## src/core/iagate_pkg.sv

```systemverilog
package iagate_pkg;
  localparam int          NUM_SRC_DEF     = 8;
  localparam int          NUM_EXT_DEF     = 4;
  localparam int          PRI_W_DEF       = 4;
  localparam int          LEG_PRI_W       = 3;
  localparam logic [3:0]  IPL_RST         = 4'h0;
  localparam logic        GIE_RST         = 1'b0;
  localparam logic        CCR_MASK_RST    = 1'b1;
  localparam logic [2:0]  LEG_THR_RST     = 3'h7;
  localparam logic        SCHEME_PRIMARY  = 1'b0;
  localparam logic        SCHEME_LEGACY   = 1'b1;
  localparam logic        LEG_MODE0       = 1'b0;
  localparam logic        LEG_MODE2       = 1'b1;
  typedef enum logic [1:0] {
    IAG_IDLE   = 2'b00,
    IAG_GRANT  = 2'b01,
    IAG_WAIT   = 2'b11
  } iag_state_type;
endpackage

```

## src/core/iag_src_slice.sv

```systemverilog
`timescale 1ns/1ns
`default_nettype none
// One request source: peripheral gate, controller flag, enable and priority gates
module iag_src_slice #(
  parameter int PRI_W = 4
) (
  // Clock and reset
  input  wire logic             sys_clk,
  input  wire logic             reset_n,
  // Source side
  input  wire logic             periph_req,
  input  wire logic             periph_en,
  input  wire logic             hold_flag,
  input  wire logic             flag_clr,
  input  wire logic             req_enable,
  // Priority path
  input  wire logic [PRI_W-1:0] priority_val,
  input  wire logic [PRI_W-1:0] threshold,
  input  wire logic             use_threshold,
  // Results
  output logic                  flag_reg,
  output logic                  eligible
);
  wire logic gated_req = periph_req & periph_en;
  wire logic pend      = hold_flag ? flag_reg : gated_req;
  wire logic above     = !use_threshold || (priority_val > threshold);
  wire logic flag_next = gated_req | (flag_reg & ~flag_clr);

  always_ff @(posedge sys_clk or negedge reset_n) begin
    if (!reset_n) begin
      flag_reg <= 1'b0;
    end else begin
      flag_reg <= hold_flag ? flag_next : 1'b0;
    end
  end

  assign eligible = pend & req_enable & above;
endmodule
`default_nettype wire

```

## src/core/iagate_top.sv

```systemverilog
`timescale 1ns/1ns
`default_nettype none
// Overview of operation
// [RULE1] Primary: maskable requests accepted only while global enable is 1.
// [RULE2] Primary: accept only if source priority strictly exceeds 4-bit threshold.
// [RULE3] Primary: per-source priority comes from software-written priority register.
// [RULE4] Primary: controller holds request flags for peripherals, pins and NMI.
// [RULE5] Primary: maskable gated by request enable; NMI by separate NMI enable.
// [RULE6] Each peripheral request passes only while its local enable is set.
// [RULE7] Primary reset: global enable 0, threshold lowest.
// [RULE8] After reset no maskable request accepted until software changes settings.
// [RULE9] Legacy mode 0: accept only while mask flag is 0; reset sets 1.
// [RULE10] Legacy mode 2: mask flag ignored.
// [RULE11] Legacy mode 2: priority must strictly exceed 3-bit threshold.
// [RULE12] Legacy mode 2: reset sets 3-bit threshold to highest value.
// [RULE13] Mode 0 uses fixed default priorities, no threshold; mode 2 uses registers.
// [RULE14] Legacy: controller holds flags only for external interrupts.
// [RULE15] Legacy: external pin requests gated by request enable bits.
// [RULE16] Primary: global enable, controller enables and peripheral enable all required.
// [RULE17] Static inputs select scheme and legacy control mode.
module iagate_top #(
  parameter int NUM_SRC = iagate_pkg::NUM_SRC_DEF,
  parameter int NUM_EXT = iagate_pkg::NUM_EXT_DEF,
  parameter int PRI_W   = iagate_pkg::PRI_W_DEF
) (
  // Clock and reset
  input  wire logic                     sys_clk,
  input  wire logic                     reset_n,
  // Static configuration
  input  wire logic                     scheme_sel,
  input  wire logic                     legacy_mode_sel,
  // Processor status writes
  input  wire logic                     gie_wr,
  input  wire logic                     gie_wdata,
  input  wire logic                     ipl_wr,
  input  wire logic [3:0]               ipl_wdata,
  input  wire logic                     ccr_mask_wr,
  input  wire logic                     ccr_mask_wdata,
  input  wire logic                     leg_thr_wr,
  input  wire logic [2:0]               leg_thr_wdata,
  // Controller registers
  input  wire logic [NUM_SRC-1:0]       request_enable_register,
  input  wire logic                     nonmaskable_enable_register,
  input  wire logic [NUM_SRC*PRI_W-1:0] source_priority_register,
  // Peripheral requests and local enables; sources 0..NUM_EXT-1 are pins
  input  wire logic [NUM_SRC-1:0]       src_req,
  input  wire logic [NUM_SRC-1:0]       src_local_en,
  input  wire logic                     nmi_req,
  // Processor acceptance
  input  wire logic                     ack,
  // Outputs
  output logic                          irq_valid,
  output logic                          nmi_valid,
  output logic [$clog2(NUM_SRC)-1:0]    irq_id,
  output logic [PRI_W-1:0]              irq_level,
  output logic [NUM_SRC-1:0]            req_flags,
  output logic                          nmi_flag,
  output logic                          gie_out,
  output logic [3:0]                    ipl_out,
  output logic                          ccr_mask_out,
  output logic [2:0]                    leg_thr_out
);
  localparam int IDW = $clog2(NUM_SRC);

  logic                 gie_reg;
  logic [3:0]           ipl_reg;
  logic                 ccr_mask_reg;
  logic [2:0]           leg_thr_reg;
  logic                 nmi_flag_reg;
  logic [NUM_SRC-1:0]   flag_q;
  logic [NUM_SRC-1:0]   elig;
  logic                 irq_valid_reg;
  logic [IDW-1:0]       irq_id_reg;
  logic [PRI_W-1:0]     irq_level_reg;
  iagate_pkg::iag_state_type state_reg;
  iagate_pkg::iag_state_type state_next;

  wire logic is_primary = (scheme_sel == iagate_pkg::SCHEME_PRIMARY);    // see [RULE17]
  wire logic is_mode2   = (legacy_mode_sel == iagate_pkg::LEG_MODE2);
  // Effective threshold, widened to the priority width
  wire logic [PRI_W-1:0] thr_eff = is_primary ? PRI_W'(ipl_reg)           // see [RULE2]
                                              : PRI_W'(leg_thr_reg);      // see [RULE11]
  wire logic use_thr = is_primary | is_mode2;                            // see [RULE13]
  // Processor-level mask
  wire logic cpu_open = is_primary ? gie_reg                              // see [RULE1]
                      : (is_mode2 ? 1'b1 : ~ccr_mask_reg);               // see [RULE9] [RULE10]

  // Processor status, reset to masked
  always_ff @(posedge sys_clk or negedge reset_n) begin
    if (!reset_n) begin
      gie_reg      <= iagate_pkg::GIE_RST;                                // see [RULE7] [RULE8]
      ipl_reg      <= iagate_pkg::IPL_RST;                                // see [RULE7]
      ccr_mask_reg <= iagate_pkg::CCR_MASK_RST;                           // see [RULE9]
      leg_thr_reg  <= iagate_pkg::LEG_THR_RST;                            // see [RULE12]
    end else begin
      if (gie_wr) begin
        gie_reg <= gie_wdata;
      end
      if (ipl_wr) begin
        ipl_reg <= ipl_wdata;
      end
      if (ccr_mask_wr) begin
        ccr_mask_reg <= ccr_mask_wdata;
      end
      if (leg_thr_wr) begin
        leg_thr_reg <= leg_thr_wdata;
      end
    end
  end

  // Accepted source clears its flag
  wire logic           take = (state_reg == iagate_pkg::IAG_GRANT) & ack;
  wire logic [NUM_SRC-1:0] clr_vec = take ? (NUM_SRC'(1) << irq_id_reg) : '0;

  genvar g;
  generate
    for (g = 0; g < NUM_SRC; g++) begin : g_src
      // Primary holds every flag; legacy only external pins
      wire logic hold = is_primary | (g < NUM_EXT);                      // see [RULE4] [RULE14]
      // Mode 0 has fixed default priority: lower index wins, no threshold
      // Legacy priorities are three bits wide, so they can never beat level 7
      wire logic [PRI_W-1:0] raw = source_priority_register[g*PRI_W +: PRI_W];
      wire logic [PRI_W-1:0] pri = !use_thr ? '0 :                        // see [RULE3] [RULE13]
        (is_primary ? raw : PRI_W'(raw[iagate_pkg::LEG_PRI_W-1:0]));      // see [RULE11]
      wire logic en = is_primary ? request_enable_register[g]            // see [RULE5]
                    : ((g < NUM_EXT) ? request_enable_register[g] : 1'b1); // see [RULE15]
      iag_src_slice #(.PRI_W(PRI_W)) u_slice (
        .sys_clk       (sys_clk),
        .reset_n       (reset_n),
        .periph_req    (src_req[g]),
        .periph_en     (src_local_en[g]),                                // see [RULE6]
        .hold_flag     (hold),
        .flag_clr      (clr_vec[g]),
        .req_enable    (en),
        .priority_val  (pri),
        .threshold     (thr_eff),
        .use_threshold (use_thr),
        .flag_reg      (flag_q[g]),
        .eligible      (elig[g])
      );
    end
  endgenerate

  // Pick highest priority eligible source; ties go to lowest index
  logic [IDW-1:0]   best_id;
  logic [PRI_W-1:0] best_pri;
  logic             best_any;
  always_comb begin
    best_id  = '0;
    best_pri = '0;
    best_any = 1'b0;
    for (int i = 0; i < NUM_SRC; i++) begin
      if (elig[i] && (!best_any || source_pri(i) > best_pri)) begin
        best_any = 1'b1;
        best_id  = IDW'(i);
        best_pri = source_pri(i);
      end
    end
  end

  function automatic logic [PRI_W-1:0] source_pri(input int idx);
    logic [PRI_W-1:0] raw_pri;
    raw_pri = source_priority_register[idx*PRI_W +: PRI_W];
    if (!use_thr) begin
      source_pri = '0;
    end else if (is_primary) begin
      source_pri = raw_pri;
    end else begin
      source_pri = PRI_W'(raw_pri[iagate_pkg::LEG_PRI_W-1:0]);
    end
  endfunction

  wire logic accept_now = best_any & cpu_open;                            // see [RULE16]

  // Nonmaskable flag held in controller in primary scheme
  wire logic nmi_gated = nmi_req & (nonmaskable_enable_register | ~is_primary); // see [RULE5]
  always_ff @(posedge sys_clk or negedge reset_n) begin
    if (!reset_n) begin
      nmi_flag_reg <= 1'b0;
    end else begin
      nmi_flag_reg <= nmi_gated | (nmi_flag_reg & ~(ack & nmi_flag_reg)); // see [RULE4]
    end
  end

  // Request presentation: offer, hold until ack, then two cycle gap
  always_comb begin
    case (state_reg)
      iagate_pkg::IAG_IDLE: begin
        state_next = accept_now ? iagate_pkg::IAG_GRANT : iagate_pkg::IAG_IDLE;
      end
      iagate_pkg::IAG_GRANT: begin
        state_next = ack ? iagate_pkg::IAG_WAIT : iagate_pkg::IAG_GRANT;
      end
      iagate_pkg::IAG_WAIT:  state_next = iagate_pkg::IAG_IDLE;
      default:               state_next = iagate_pkg::IAG_IDLE;
    endcase
  end

  always_ff @(posedge sys_clk or negedge reset_n) begin
    if (!reset_n) begin
      state_reg     <= iagate_pkg::IAG_IDLE;
      irq_valid_reg <= 1'b0;
      irq_id_reg    <= '0;
      irq_level_reg <= '0;
    end else begin
      state_reg     <= state_next;
      irq_valid_reg <= (state_next == iagate_pkg::IAG_GRANT);
      if (state_reg == iagate_pkg::IAG_IDLE && accept_now) begin
        irq_id_reg    <= best_id;
        irq_level_reg <= best_pri;
      end
    end
  end

  assign irq_valid    = irq_valid_reg;
  assign irq_id       = irq_id_reg;
  assign irq_level    = irq_level_reg;
  assign nmi_valid    = nmi_flag_reg;
  assign req_flags    = flag_q;
  assign nmi_flag     = nmi_flag_reg;
  assign gie_out      = gie_reg;
  assign ipl_out      = ipl_reg;
  assign ccr_mask_out = ccr_mask_reg;
  assign leg_thr_out  = leg_thr_reg;

  // Processor-level gating
  AST_GIE_BLOCKS: assert property (@(posedge sys_clk) disable iff (!reset_n) // see [RULE1]
    is_primary && !gie_reg |-> !accept_now)
    else $error("accept with gie low");
  AST_THR_STRICT: assert property (@(posedge sys_clk) disable iff (!reset_n) // see [RULE2]
    accept_now && use_thr |-> best_pri > thr_eff)
    else $error("priority not above threshold");
  AST_MODE0_MASK: assert property (@(posedge sys_clk) disable iff (!reset_n) // see [RULE9]
    !is_primary && !is_mode2 && ccr_mask_reg |-> !accept_now)
    else $error("mode0 mask ignored");
  AST_MODE2_NOMASK: assert property (@(posedge sys_clk) disable iff (!reset_n) // see [RULE10]
    !is_primary && is_mode2 && best_any |-> accept_now)
    else $error("mode2 eligible request not accepted");
  AST_MODE2_THR: assert property (@(posedge sys_clk) disable iff (!reset_n) // see [RULE11]
    !is_primary && is_mode2 && accept_now |-> best_pri > PRI_W'(leg_thr_reg))
    else $error("mode2 priority not above threshold");
  AST_MODE0_FIXED: assert property (@(posedge sys_clk) disable iff (!reset_n) // see [RULE13]
    !is_primary && !is_mode2 && elig[0] && accept_now && state_reg == iagate_pkg::IAG_IDLE
    |=> irq_id == '0)
    else $error("mode0 fixed order broken");

  // Source gating and flags
  AST_REQ_EN: assert property (@(posedge sys_clk) disable iff (!reset_n) // see [RULE5]
    is_primary && !request_enable_register[0] |-> !elig[0])
    else $error("disabled source eligible");
  AST_NMI_EN: assert property (@(posedge sys_clk) disable iff (!reset_n) // see [RULE5]
    is_primary && !nmi_flag_reg && !(nmi_req && nonmaskable_enable_register) |=> !nmi_flag_reg)
    else $error("nmi set while disabled");
  AST_NMI_SET: assert property (@(posedge sys_clk) disable iff (!reset_n) // see [RULE4]
    is_primary && nmi_req && nonmaskable_enable_register |=> nmi_flag_reg)
    else $error("nmi flag not set");
  AST_FLAG_SET: assert property (@(posedge sys_clk) disable iff (!reset_n) // see [RULE4]
    src_req[0] && src_local_en[0] |=> flag_q[0])
    else $error("request flag not set");
  AST_LOCAL_EN: assert property (@(posedge sys_clk) disable iff (!reset_n) // see [RULE6]
    !src_local_en[0] && !flag_q[0] |=> !flag_q[0])
    else $error("flag set without local enable");
  AST_PERIPH_GATE: assert property (@(posedge sys_clk) disable iff (!reset_n) // see [RULE6]
    !is_primary && !src_local_en[NUM_SRC-1] |-> !elig[NUM_SRC-1])
    else $error("internal source passed without local enable");
  AST_LEG_INT_NOFLAG: assert property (@(posedge sys_clk) disable iff (!reset_n) // see [RULE14]
    !is_primary |-> flag_q[NUM_SRC-1:NUM_EXT] == '0)
    else $error("legacy internal flag held");
  AST_LEG_PIN_EN: assert property (@(posedge sys_clk) disable iff (!reset_n) // see [RULE15]
    !is_primary && !request_enable_register[0] |-> !elig[0])
    else $error("legacy pin eligible while disabled");

  // Offer handshake
  AST_OFFER: assert property (@(posedge sys_clk) disable iff (!reset_n) // see [RULE16]
    state_reg == iagate_pkg::IAG_IDLE && accept_now |=> irq_valid ##0 irq_id == $past(best_id))
    else $error("offer wrong");
  AST_HOLD: assert property (@(posedge sys_clk) disable iff (!reset_n) // see [RULE16]
    irq_valid && !ack |=> irq_valid && $stable(irq_id))
    else $error("offer dropped");
  AST_GAP: assert property (@(posedge sys_clk) disable iff (!reset_n) // see [RULE16]
    take |=> !irq_valid ##1 !irq_valid)
    else $error("offer without idle gap");

  // Reset state
  AST_RESET_MASK: assert property (@(posedge sys_clk) // see [RULE8]
    $rose(reset_n) |-> !accept_now)
    else $error("accept right after reset");
  AST_RST_PRIMARY: assert property (@(posedge sys_clk) // see [RULE7]
    $rose(reset_n) |-> gie_reg == iagate_pkg::GIE_RST && ipl_reg == iagate_pkg::IPL_RST)
    else $error("primary reset values wrong");
  AST_RST_LEGACY: assert property (@(posedge sys_clk) // see [RULE12]
    $rose(reset_n) |-> leg_thr_reg == iagate_pkg::LEG_THR_RST
                       && ccr_mask_reg == iagate_pkg::CCR_MASK_RST)
    else $error("legacy reset values wrong");

  COV_GRANT: cover property (@(posedge sys_clk) disable iff (!reset_n) take);
  COV_MODE2: cover property (@(posedge sys_clk) disable iff (!reset_n)
    !is_primary && is_mode2 && accept_now);
  COV_MODE0: cover property (@(posedge sys_clk) disable iff (!reset_n)
    !is_primary && !is_mode2 && take);
  COV_PRIMARY: cover property (@(posedge sys_clk) disable iff (!reset_n)
    is_primary && take);
  COV_NMI: cover property (@(posedge sys_clk) disable iff (!reset_n) nmi_flag_reg);
endmodule
`default_nettype wire

```

## config.mk

```make
export PLATFORM = sky130hd
export DESIGN_NAME = iagate_top
export DESIGN_NICKNAME = d
export VERILOG_FILES = /design/src/core/iagate_pkg.sv /design/src/core/iag_src_slice.sv /design/src/core/iagate_top.sv
export SDC_FILE = /design/constraint.sdc
export NUM_CORES = 1
export LEC_CHECK = 0
export ABC_CLOCK_PERIOD_IN_PS = 13160
export BUFFER_PORTS_ARGS = -buffer_cell sky130_fd_sc_hd__buf_2
export CELL_PAD_IN_SITES_DETAIL_PLACEMENT = 1
export CELL_PAD_IN_SITES_GLOBAL_PLACEMENT = 1
export CORE_UTILIZATION = 40
export CTS_BUF_LIST = sky130_fd_sc_hd__clkbuf_2 sky130_fd_sc_hd__clkbuf_4 sky130_fd_sc_hd__clkbuf_8
export DETAILED_ROUTE_END_ITERATION = 8
export GPL_TIMING_DRIVEN = 1
export PLACE_DENSITY_LB_ADDON = 0.1
export SLEW_MARGIN = 20
export SYNTH_ARGS = -nofsm -noshare
export SYNTH_HDL_FRONTEND = slang
export SYNTH_SLANG_ARGS = --single-unit
```

## constraint.sdc

```tcl
create_clock -name sys_clk -period 13.16 [get_ports sys_clk]
set_input_delay 0.658 -clock sys_clk [delete_from_list [all_inputs] [get_ports sys_clk]]
set_output_delay 0.658 -clock sys_clk [all_outputs]
set_load 0.01 [all_outputs]
```

==> out/qor.txt, run 1 <==
critical path data required time -> 13.32 ns
footprint of the multi-input gates -> 2940 sq um
cells taking the most area after synthesis -> sky130_fd_sc_hd__ha_1 (17%), sky130_fd_sc_hd__dfrtp_1 (16%), sky130_fd_sc_hd__nand2_1 (4.7%), sky130_fd_sc_hd__mux2_2 (4.5%), sky130_fd_sc_hd__a21oi_1 (4.0%)
Final Routed Wirelength -> 13000 um
Worst Max-Slew Pin Slew -> 0.776 ns
number of inserted diodes -> 0
critical-path maximum fanout -> 11
hold slack -> 0.386 ns
final max-slew violation count -> 0
IO Count -> 103
top cell type's share of synthesized area -> 0.174
max-slew headroom at the worst pin -> 0.469
asr flop ratio synth -> 1.00
design internal power -> 306 uW
first-pass GRT wire length -> 20700 um
Max Clock Freq -> 78.5 MHz
full die area -> 9730 sq um
WL/cell -> 19.5 um
Routed Antenna Nets -> 0
Clock power frac -> 0.092
Pleak -> 2.16 nW
clock transition time at the flip-flop clock pins of the worst setup and hold paths -> 0.09 ns
Starting DRT DRC Count -> 128
fraction of power consumed by sequential logic -> 0.241
cts bufs inserted -> 3
Initial DRT Pass Iterations -> 4
share of layout cells above drive strength 1 -> 0.345
clock latency at the later pin of the worst-skew pair -> 0.27 ns
outcome -> complete, no violations
arrival time at the worst endpoint -> 12.90 ns
share of the clock period used by the worst path -> 0.968
max-cap violation count -> 0
worst setup slack after placement -> -0.421 ns
CP Capture Type -> flip-flop
mean post-synth cell area -> 8.40 sq um
via count normalized by instance count -> 5.87
via count of the first global-routing pass -> 4123
final worst-path setup slack -> 0.423 ns
IO buf count -> 102
IR Drop Worst-Case VDD -> 0.0893 mV
die height -> 98.7 um
number of placement rows -> 34
pin count of the biggest net entering global routing -> 40
post-synthesis sequential element count -> 28
Total Neg Setup Slack -> 0 ns
WS Path Type -> input pin to flip-flop
overall track demand over capacity in global routing -> 0.266
Mapped Area -> 3740 sq um
count of non-filler cells in the finished layout -> 664
Max clock buf depth -> 2
DR vias -> 3900
startpoint class of the critical path -> input pin
flip-flop count of the largest register, all copies and words added -> 8
number of synthesized flops with an enable pin -> 0
Slowest-stage cell, CP -> sky130_fd_sc_hd__nor4_1
power spent charging and discharging nets -> 262 uW
sequential cell area fraction in the yosys report -> 0.189
initial core utilization -> 0.420
net total in the final layout -> 685
CP max stage delay -> 0.52 ns
DRC violations left -> 0
largest area contributor in the synthesized netlist -> sky130_fd_sc_hd__ha_1
area growth from synthesis to layout -> 24.2%
post-detail-place hpwl -> 10500 um
number of levels in the clock H-tree -> 1
cell seen most often among critical-path stages -> sky130_fd_sc_hd__ha_1
primary flip-flop cell chosen by synthesis mapping -> sky130_fd_sc_hd__dfrtp_1
core area -> 8890 sq um
Cells after DPL -> 649
global placement routability congestion -> 0.908
part of the total power dissipated in combinational logic -> 0.667
CTS tree -> done
cell count after synthesis -> 445
final setup violation count -> 0
net count after synthesis -> 573
initial antenna violation count -> 0
number of synthesis warnings -> 0
remaining global-route overflow -> 0
Root Buffer Master -> sky130_fd_sc_hd__clkbuf_8
P per Cell Area -> 122 nW/um^2
final core utilization -> 0.522
sequential cell area -> 706 sq um
# fillers -> 1132
# clock sinks -> 28
proportion of total power due to net switching -> 0.462
clk_skew -> 0.00272 ns
Tightest Hold Check Type -> input pin to asynchronous set/reset pin
Die W -> 98.7 um
min cycle time layout -> 12.74 ns
Hold Fails Final Rpt -> 0
library cells used by synthesis -> 76
## kinds of logic after synthesis
kind of cell	share of synthesized area
adder cells (fa/ha/maj)	0.180
XOR/XNOR	0.0117
buffers and inverters	0.0636
multiplexers	0.0660
AND/OR/NAND/NOR	0.218
AO/OA/AOI/OAI	0.272
flip-flops	0.189
## cell usage in the layout, fill, tap and decap left out, types with 13 or more instances in the layout
master                     count
sky130_fd_sc_hd__a21oi_1      26
sky130_fd_sc_hd__buf_4        26
sky130_fd_sc_hd__nor2_1       24
sky130_fd_sc_hd__ha_1         52
sky130_fd_sc_hd__buf_2       101
sky130_fd_sc_hd__nand2_1      47
sky130_fd_sc_hd__mux2_2       14
sky130_fd_sc_hd__and2_1       13
sky130_fd_sc_hd__nand2b_1     17
sky130_fd_sc_hd__dfrtp_1      24
sky130_fd_sc_hd__nor2b_1      15
sky130_fd_sc_hd__inv_1        27
sky130_fd_sc_hd__o21ai_0      20
## synth_stat cells, drive strengths merged (3+ instances only)
cell type and n:
nand2 47, o32ai 3, nand2b 17, and2 14, a2111oi 4, ha 52, dfrtp 24, o211ai 4
o32a 3, nor3 3, buf 15, a22o 5, a31oi 6, o21a 5, a211oi 7, inv 27
o21ai 28, mux2 16, dfstp 4, a21oi 30, nor2b 15, a32o 3, nand3 9, o211a 3
o31ai 3, or3 5, nand3b 4, a221oi 3, xnor2 5, nand4 6, nor2 25, mux2i 5
a211o 3, clkbuf 6
## timing repair
action	CTS	global route
gates resized for setup	1	31
buffers inserted	2	9
hold buffers	0	0
endpoints found under the setup margin	2	7
pin swaps	1	7
## per-layer routing
layer | vias to the layer above | global-route usage | part of all wire | wire length, um
met5 | - | 0 | 0 | 0
met4 | 0 | 0.0677 | 0.024 | 312
met3 | 24 | 0.0135 | 0.032 | 418
met2 | 109 | 0.469 | 0.48 | 6200
met1 | 1887 | 0.356 | 0.46 | 6020
li1 | 1880 | - | - | -
## layout make-up
class	instances	share of cell area
tap	108	0.0291
clock buffer	4	0.0119
multi-input combinational	369	0.633
timing repair buffer	128	0.153
inverter	27	0.0218
sequential	28	0.152
## power by group through the flow
stage / registers [mW] / logic, mW / clock network [mW]
after floorplan: 0.134 / 0.226 / 0
after global placement: 0.137 / 0.322 / 0
after detailed placement: 0.138 / 0.336 / 0
after CTS: 0.136 / 0.343 / 0.0535
after global routing: 0.140 / 0.417 / 0.0561
final: 0.137 / 0.379 / 0.0523
## worst max-delay path: cells and delay by family
kind	cells	cell delay, ns
AO/OA/AOI/OAI	33	5.89
adder cells (fa/ha/maj)	8	2.09
buffers and inverters	5	0.69
multiplexers	2	0.61
AND/OR/NAND/NOR	18	2.99
## metrics by stage
step                      power [mW]  area, sq um
final                          0.568         4640
after global routing           0.613         4640
after CTS                      0.532         4440
after detailed placement       0.473         4360
after global placement         0.459         4360
after floorplan                0.360         3740
## path summary, 6_finish.rpt
path                                                          start                                  end  slack, ns  cells after the start
worst max-delay path                                legacy_mode_sel             irq_level[2]$_DFFE_PN0P_       0.42                     66
worst min-delay path                                        reset_n                  gie_out$_DFFE_PN0P_       0.39                      1
worst max register to register           leg_thr_out[2]$_DFFE_PN1P_             irq_level[2]$_DFFE_PN0P_       0.74                     64
worst min register to register  g_src[2].u_slice.flag_reg$_DFF_PN0_  g_src[2].u_slice.flag_reg$_DFF_PN0_       0.53                      1
max in group asynchronous                                   reset_n  g_src[2].u_slice.flag_reg$_DFF_PN0_      12.37                      1
min in group sys_clk            g_src[2].u_slice.flag_reg$_DFF_PN0_  g_src[2].u_slice.flag_reg$_DFF_PN0_       0.53                      1
No activity file was read; power rests on OpenSTA's default activity.
==> run 2: changes to the inputs <==
- PLACE_DENSITY: unset -> 0.82
- PLACE_DENSITY_LB_ADDON: 0.1 -> unset
==> run 2 against run 1 <==
Via count rose by 2.2%; largest cell class unchanged; core utilization up 0.35 points; global-route usage down 0.34 points; routed wire length rose by 0.75%; critical path depth is 1 higher; highest routed layer unchanged; final area grew 0.67%; clock skew rose by 0.0086 ns; clock power increased by 4.4%; total power is 1.5% higher; count of clock-buffer cells in the layout is the same.
==> out/qor.txt, run 2 (synthesis gave the netlist of run 1 again) <==
Max clock buf depth -> 2 (unchanged)
cell seen most often among critical-path stages -> sky130_fd_sc_hd__ha_1
Root Buffer Master -> sky130_fd_sc_hd__clkbuf_8
critical-path maximum fanout -> 11 (unchanged)
CP Capture Type -> flip-flop
initial core utilization -> 0.420 (unchanged)
clk_skew -> 0.0113 ns (+0.00860 ns)
IO Count -> 103 (unchanged)
net total in the final layout -> 686 (+0.15%)
Worst Max-Slew Pin Slew -> 0.927 ns (+0.151 ns)
number of placement rows -> 34 (unchanged)
via count of the first global-routing pass -> 4134 (+0.27%)
Tightest Hold Check Type -> input pin to asynchronous set/reset pin
Pleak -> 2.18 nW (+0.52%)
highest-count cells in the layout ignoring fill and taps -> sky130_fd_sc_hd__buf_2 (102), sky130_fd_sc_hd__ha_1 (52), sky130_fd_sc_hd__nand2_1 (47)
initial antenna violation count -> 0 (unchanged)
Max Clock Freq -> 78.9 MHz (+0.44%)
Final Routed Wirelength -> 13000 um (+0.75%)
final design instance area without fill -> 4670 sq um (+0.67%)
area growth from synthesis to layout -> 25.1%
# fillers -> 1120 (-1.1%)
P per Cell Area -> 123 nW/um^2 (+0.86%)
startpoint class of the critical path -> input pin
register-to-register setup slack -> 0.72 ns (-0.02 ns)
via count normalized by instance count -> 5.99 (+2.0%)
share of layout cells above drive strength 1 -> 0.354 (+0.00836)
arrival time at the worst endpoint -> 12.86 ns (-0.04 ns)
overall track demand over capacity in global routing -> 0.262 (-0.00345)
post-detail-place hpwl -> 10400 um (-0.64%)
DRC violations left -> 0 (unchanged)
final worst-path setup slack -> 0.478 ns (+0.0556 ns)
remaining global-route overflow -> 0 (unchanged)
IO buf count -> 102 (unchanged)
core area -> 8890 sq um (unchanged)
Initial DRT Pass Iterations -> 4 (unchanged)
number of inserted diodes -> 0 (unchanged)
hold slack -> 0.381 ns (-0.00490 ns)
standard cell area after detailed placement -> 4330 sq um (-0.69%)
WL/cell -> 19.6 um (+0.60%)
CP max stage delay -> 0.50 ns (-0.02 ns)
min cycle time layout -> 12.68 ns (-0.0556 ns)
first-pass GRT wire length -> 20400 um (-1.4%)
Starting DRT DRC Count -> 119 (-7.0%)
global placement routability congestion -> 0.905 (-0.33%)
flip-flop count of the largest register, all copies and words added -> 8 (unchanged)
IR Drop Worst-Case VDD -> 0.106 mV (+19%)
Slowest-stage cell, CP -> sky130_fd_sc_hd__or3b_2
CTS tree -> done
final setup violation count -> 0 (unchanged)
# clock sinks -> 28 (unchanged)
share of the clock period used by the worst path -> 0.964 (-0.00423)
full die area -> 9730 sq um (unchanged)
outcome -> complete, no violations
pin count of the biggest net entering global routing -> 33 (-18%)
final max-slew violation count -> 0 (unchanged)
clock latency at the later pin of the worst-skew pair -> 0.28 ns (about the same)
WS Path Type -> input pin to flip-flop
clock transition time at the flip-flop clock pins of the worst setup and hold paths -> 0.10 ns (about the same)
die height -> 98.7 um (unchanged)
max-cap violation count -> 0 (unchanged)
Routed Antenna Nets -> 0 (unchanged)
number of levels in the clock H-tree -> 1 (unchanged)
critical path data required time -> 13.34 ns (+0.02 ns)
max-slew headroom at the worst pin -> 0.366 (-0.103)
leading cell type in the layout, fill and taps excluded -> sky130_fd_sc_hd__buf_2
DR vias -> 3985 (+2.2%)
Die W -> 98.7 um (unchanged)
cts bufs inserted -> 3 (unchanged)
worst setup slack after placement -> -0.891 ns (-0.470 ns)
Hold Fails Final Rpt -> 0 (unchanged)
-- run 2: final cells by class --
class	instances	area, sq um	area share
multi-input combinational	369	2960	0.634
timing repair buffer	129	713	0.153
sequential	28	706	0.151
tap	108	135	0.0289
inverter	27	101	0.0217
clock buffer	4	55.1	0.0118
-- run 2: worst max-delay path: cells and delay by family --
family,cells,cell delay (ns)
buf+inv,4,0.55
simple gates,17,2.82
mux,2,0.60
fa+ha+maj,8,2.24
compound gates,36,5.99
-- run 2: worst paths after layout --
check                                            from                                  end  cells past startpoint
max                                   legacy_mode_sel             irq_level[2]$_DFFE_PN0P_                     67
min                                           reset_n  g_src[2].u_slice.flag_reg$_DFF_PN0_                      1
max reg2reg                leg_thr_out[2]$_DFFE_PN1P_             irq_level[2]$_DFFE_PN0P_                     65
min reg2reg                  irq_level[2]$_DFFE_PN0P_             irq_level[2]$_DFFE_PN0P_                      1
max in group asynchronous                     reset_n  g_src[3].u_slice.flag_reg$_DFF_PN0_                      1
min in group sys_clk         irq_level[2]$_DFFE_PN0P_             irq_level[2]$_DFFE_PN0P_                      1
-- run 2: stage by stage --
stage,total power [mW],TNS (ns),std cells,utilization
after CTS,0.529,0,651,0.496
after global routing,0.618,-0.562,665,0.526
after global placement,0.449,-0.0632,645,0.487
final,0.577,0,665,0.526
after detailed placement,0.469,-4.92,645,0.487
after floorplan,0.360,0,445,-
-- run 2: power breakdown --
part           leakage [nW]  switching, mW  internal (mW)  total [mW]
registers             0.324         0.0283          0.108       0.137
logic                  1.82          0.212          0.174       0.386
clock network        0.0288         0.0278         0.0269      0.0546
total                  2.18          0.268          0.309       0.577
-- run 2: what timing repair did --
item | CTS | global route
resized for setup | 5 | 33
hold buffers | 0 | 0
buffers inserted | 2 | 14
pin swaps | 2 | 16
cloned | 0 | 0
endpoints found under the hold margin | 0 | 0
endpoints found under the setup margin | 7 | 7
-- run 2: layer usage --
metal / up-vias / part of all wire / track usage
li1: 1869 / - / -
met1: 1961 / 0.43 / 0.333
met2: 133 / 0.50 / 0.472
met3: 22 / 0.051 / 0.0262
met4: 0 / 0.019 / 0.0758
met5: - / 0 / 0
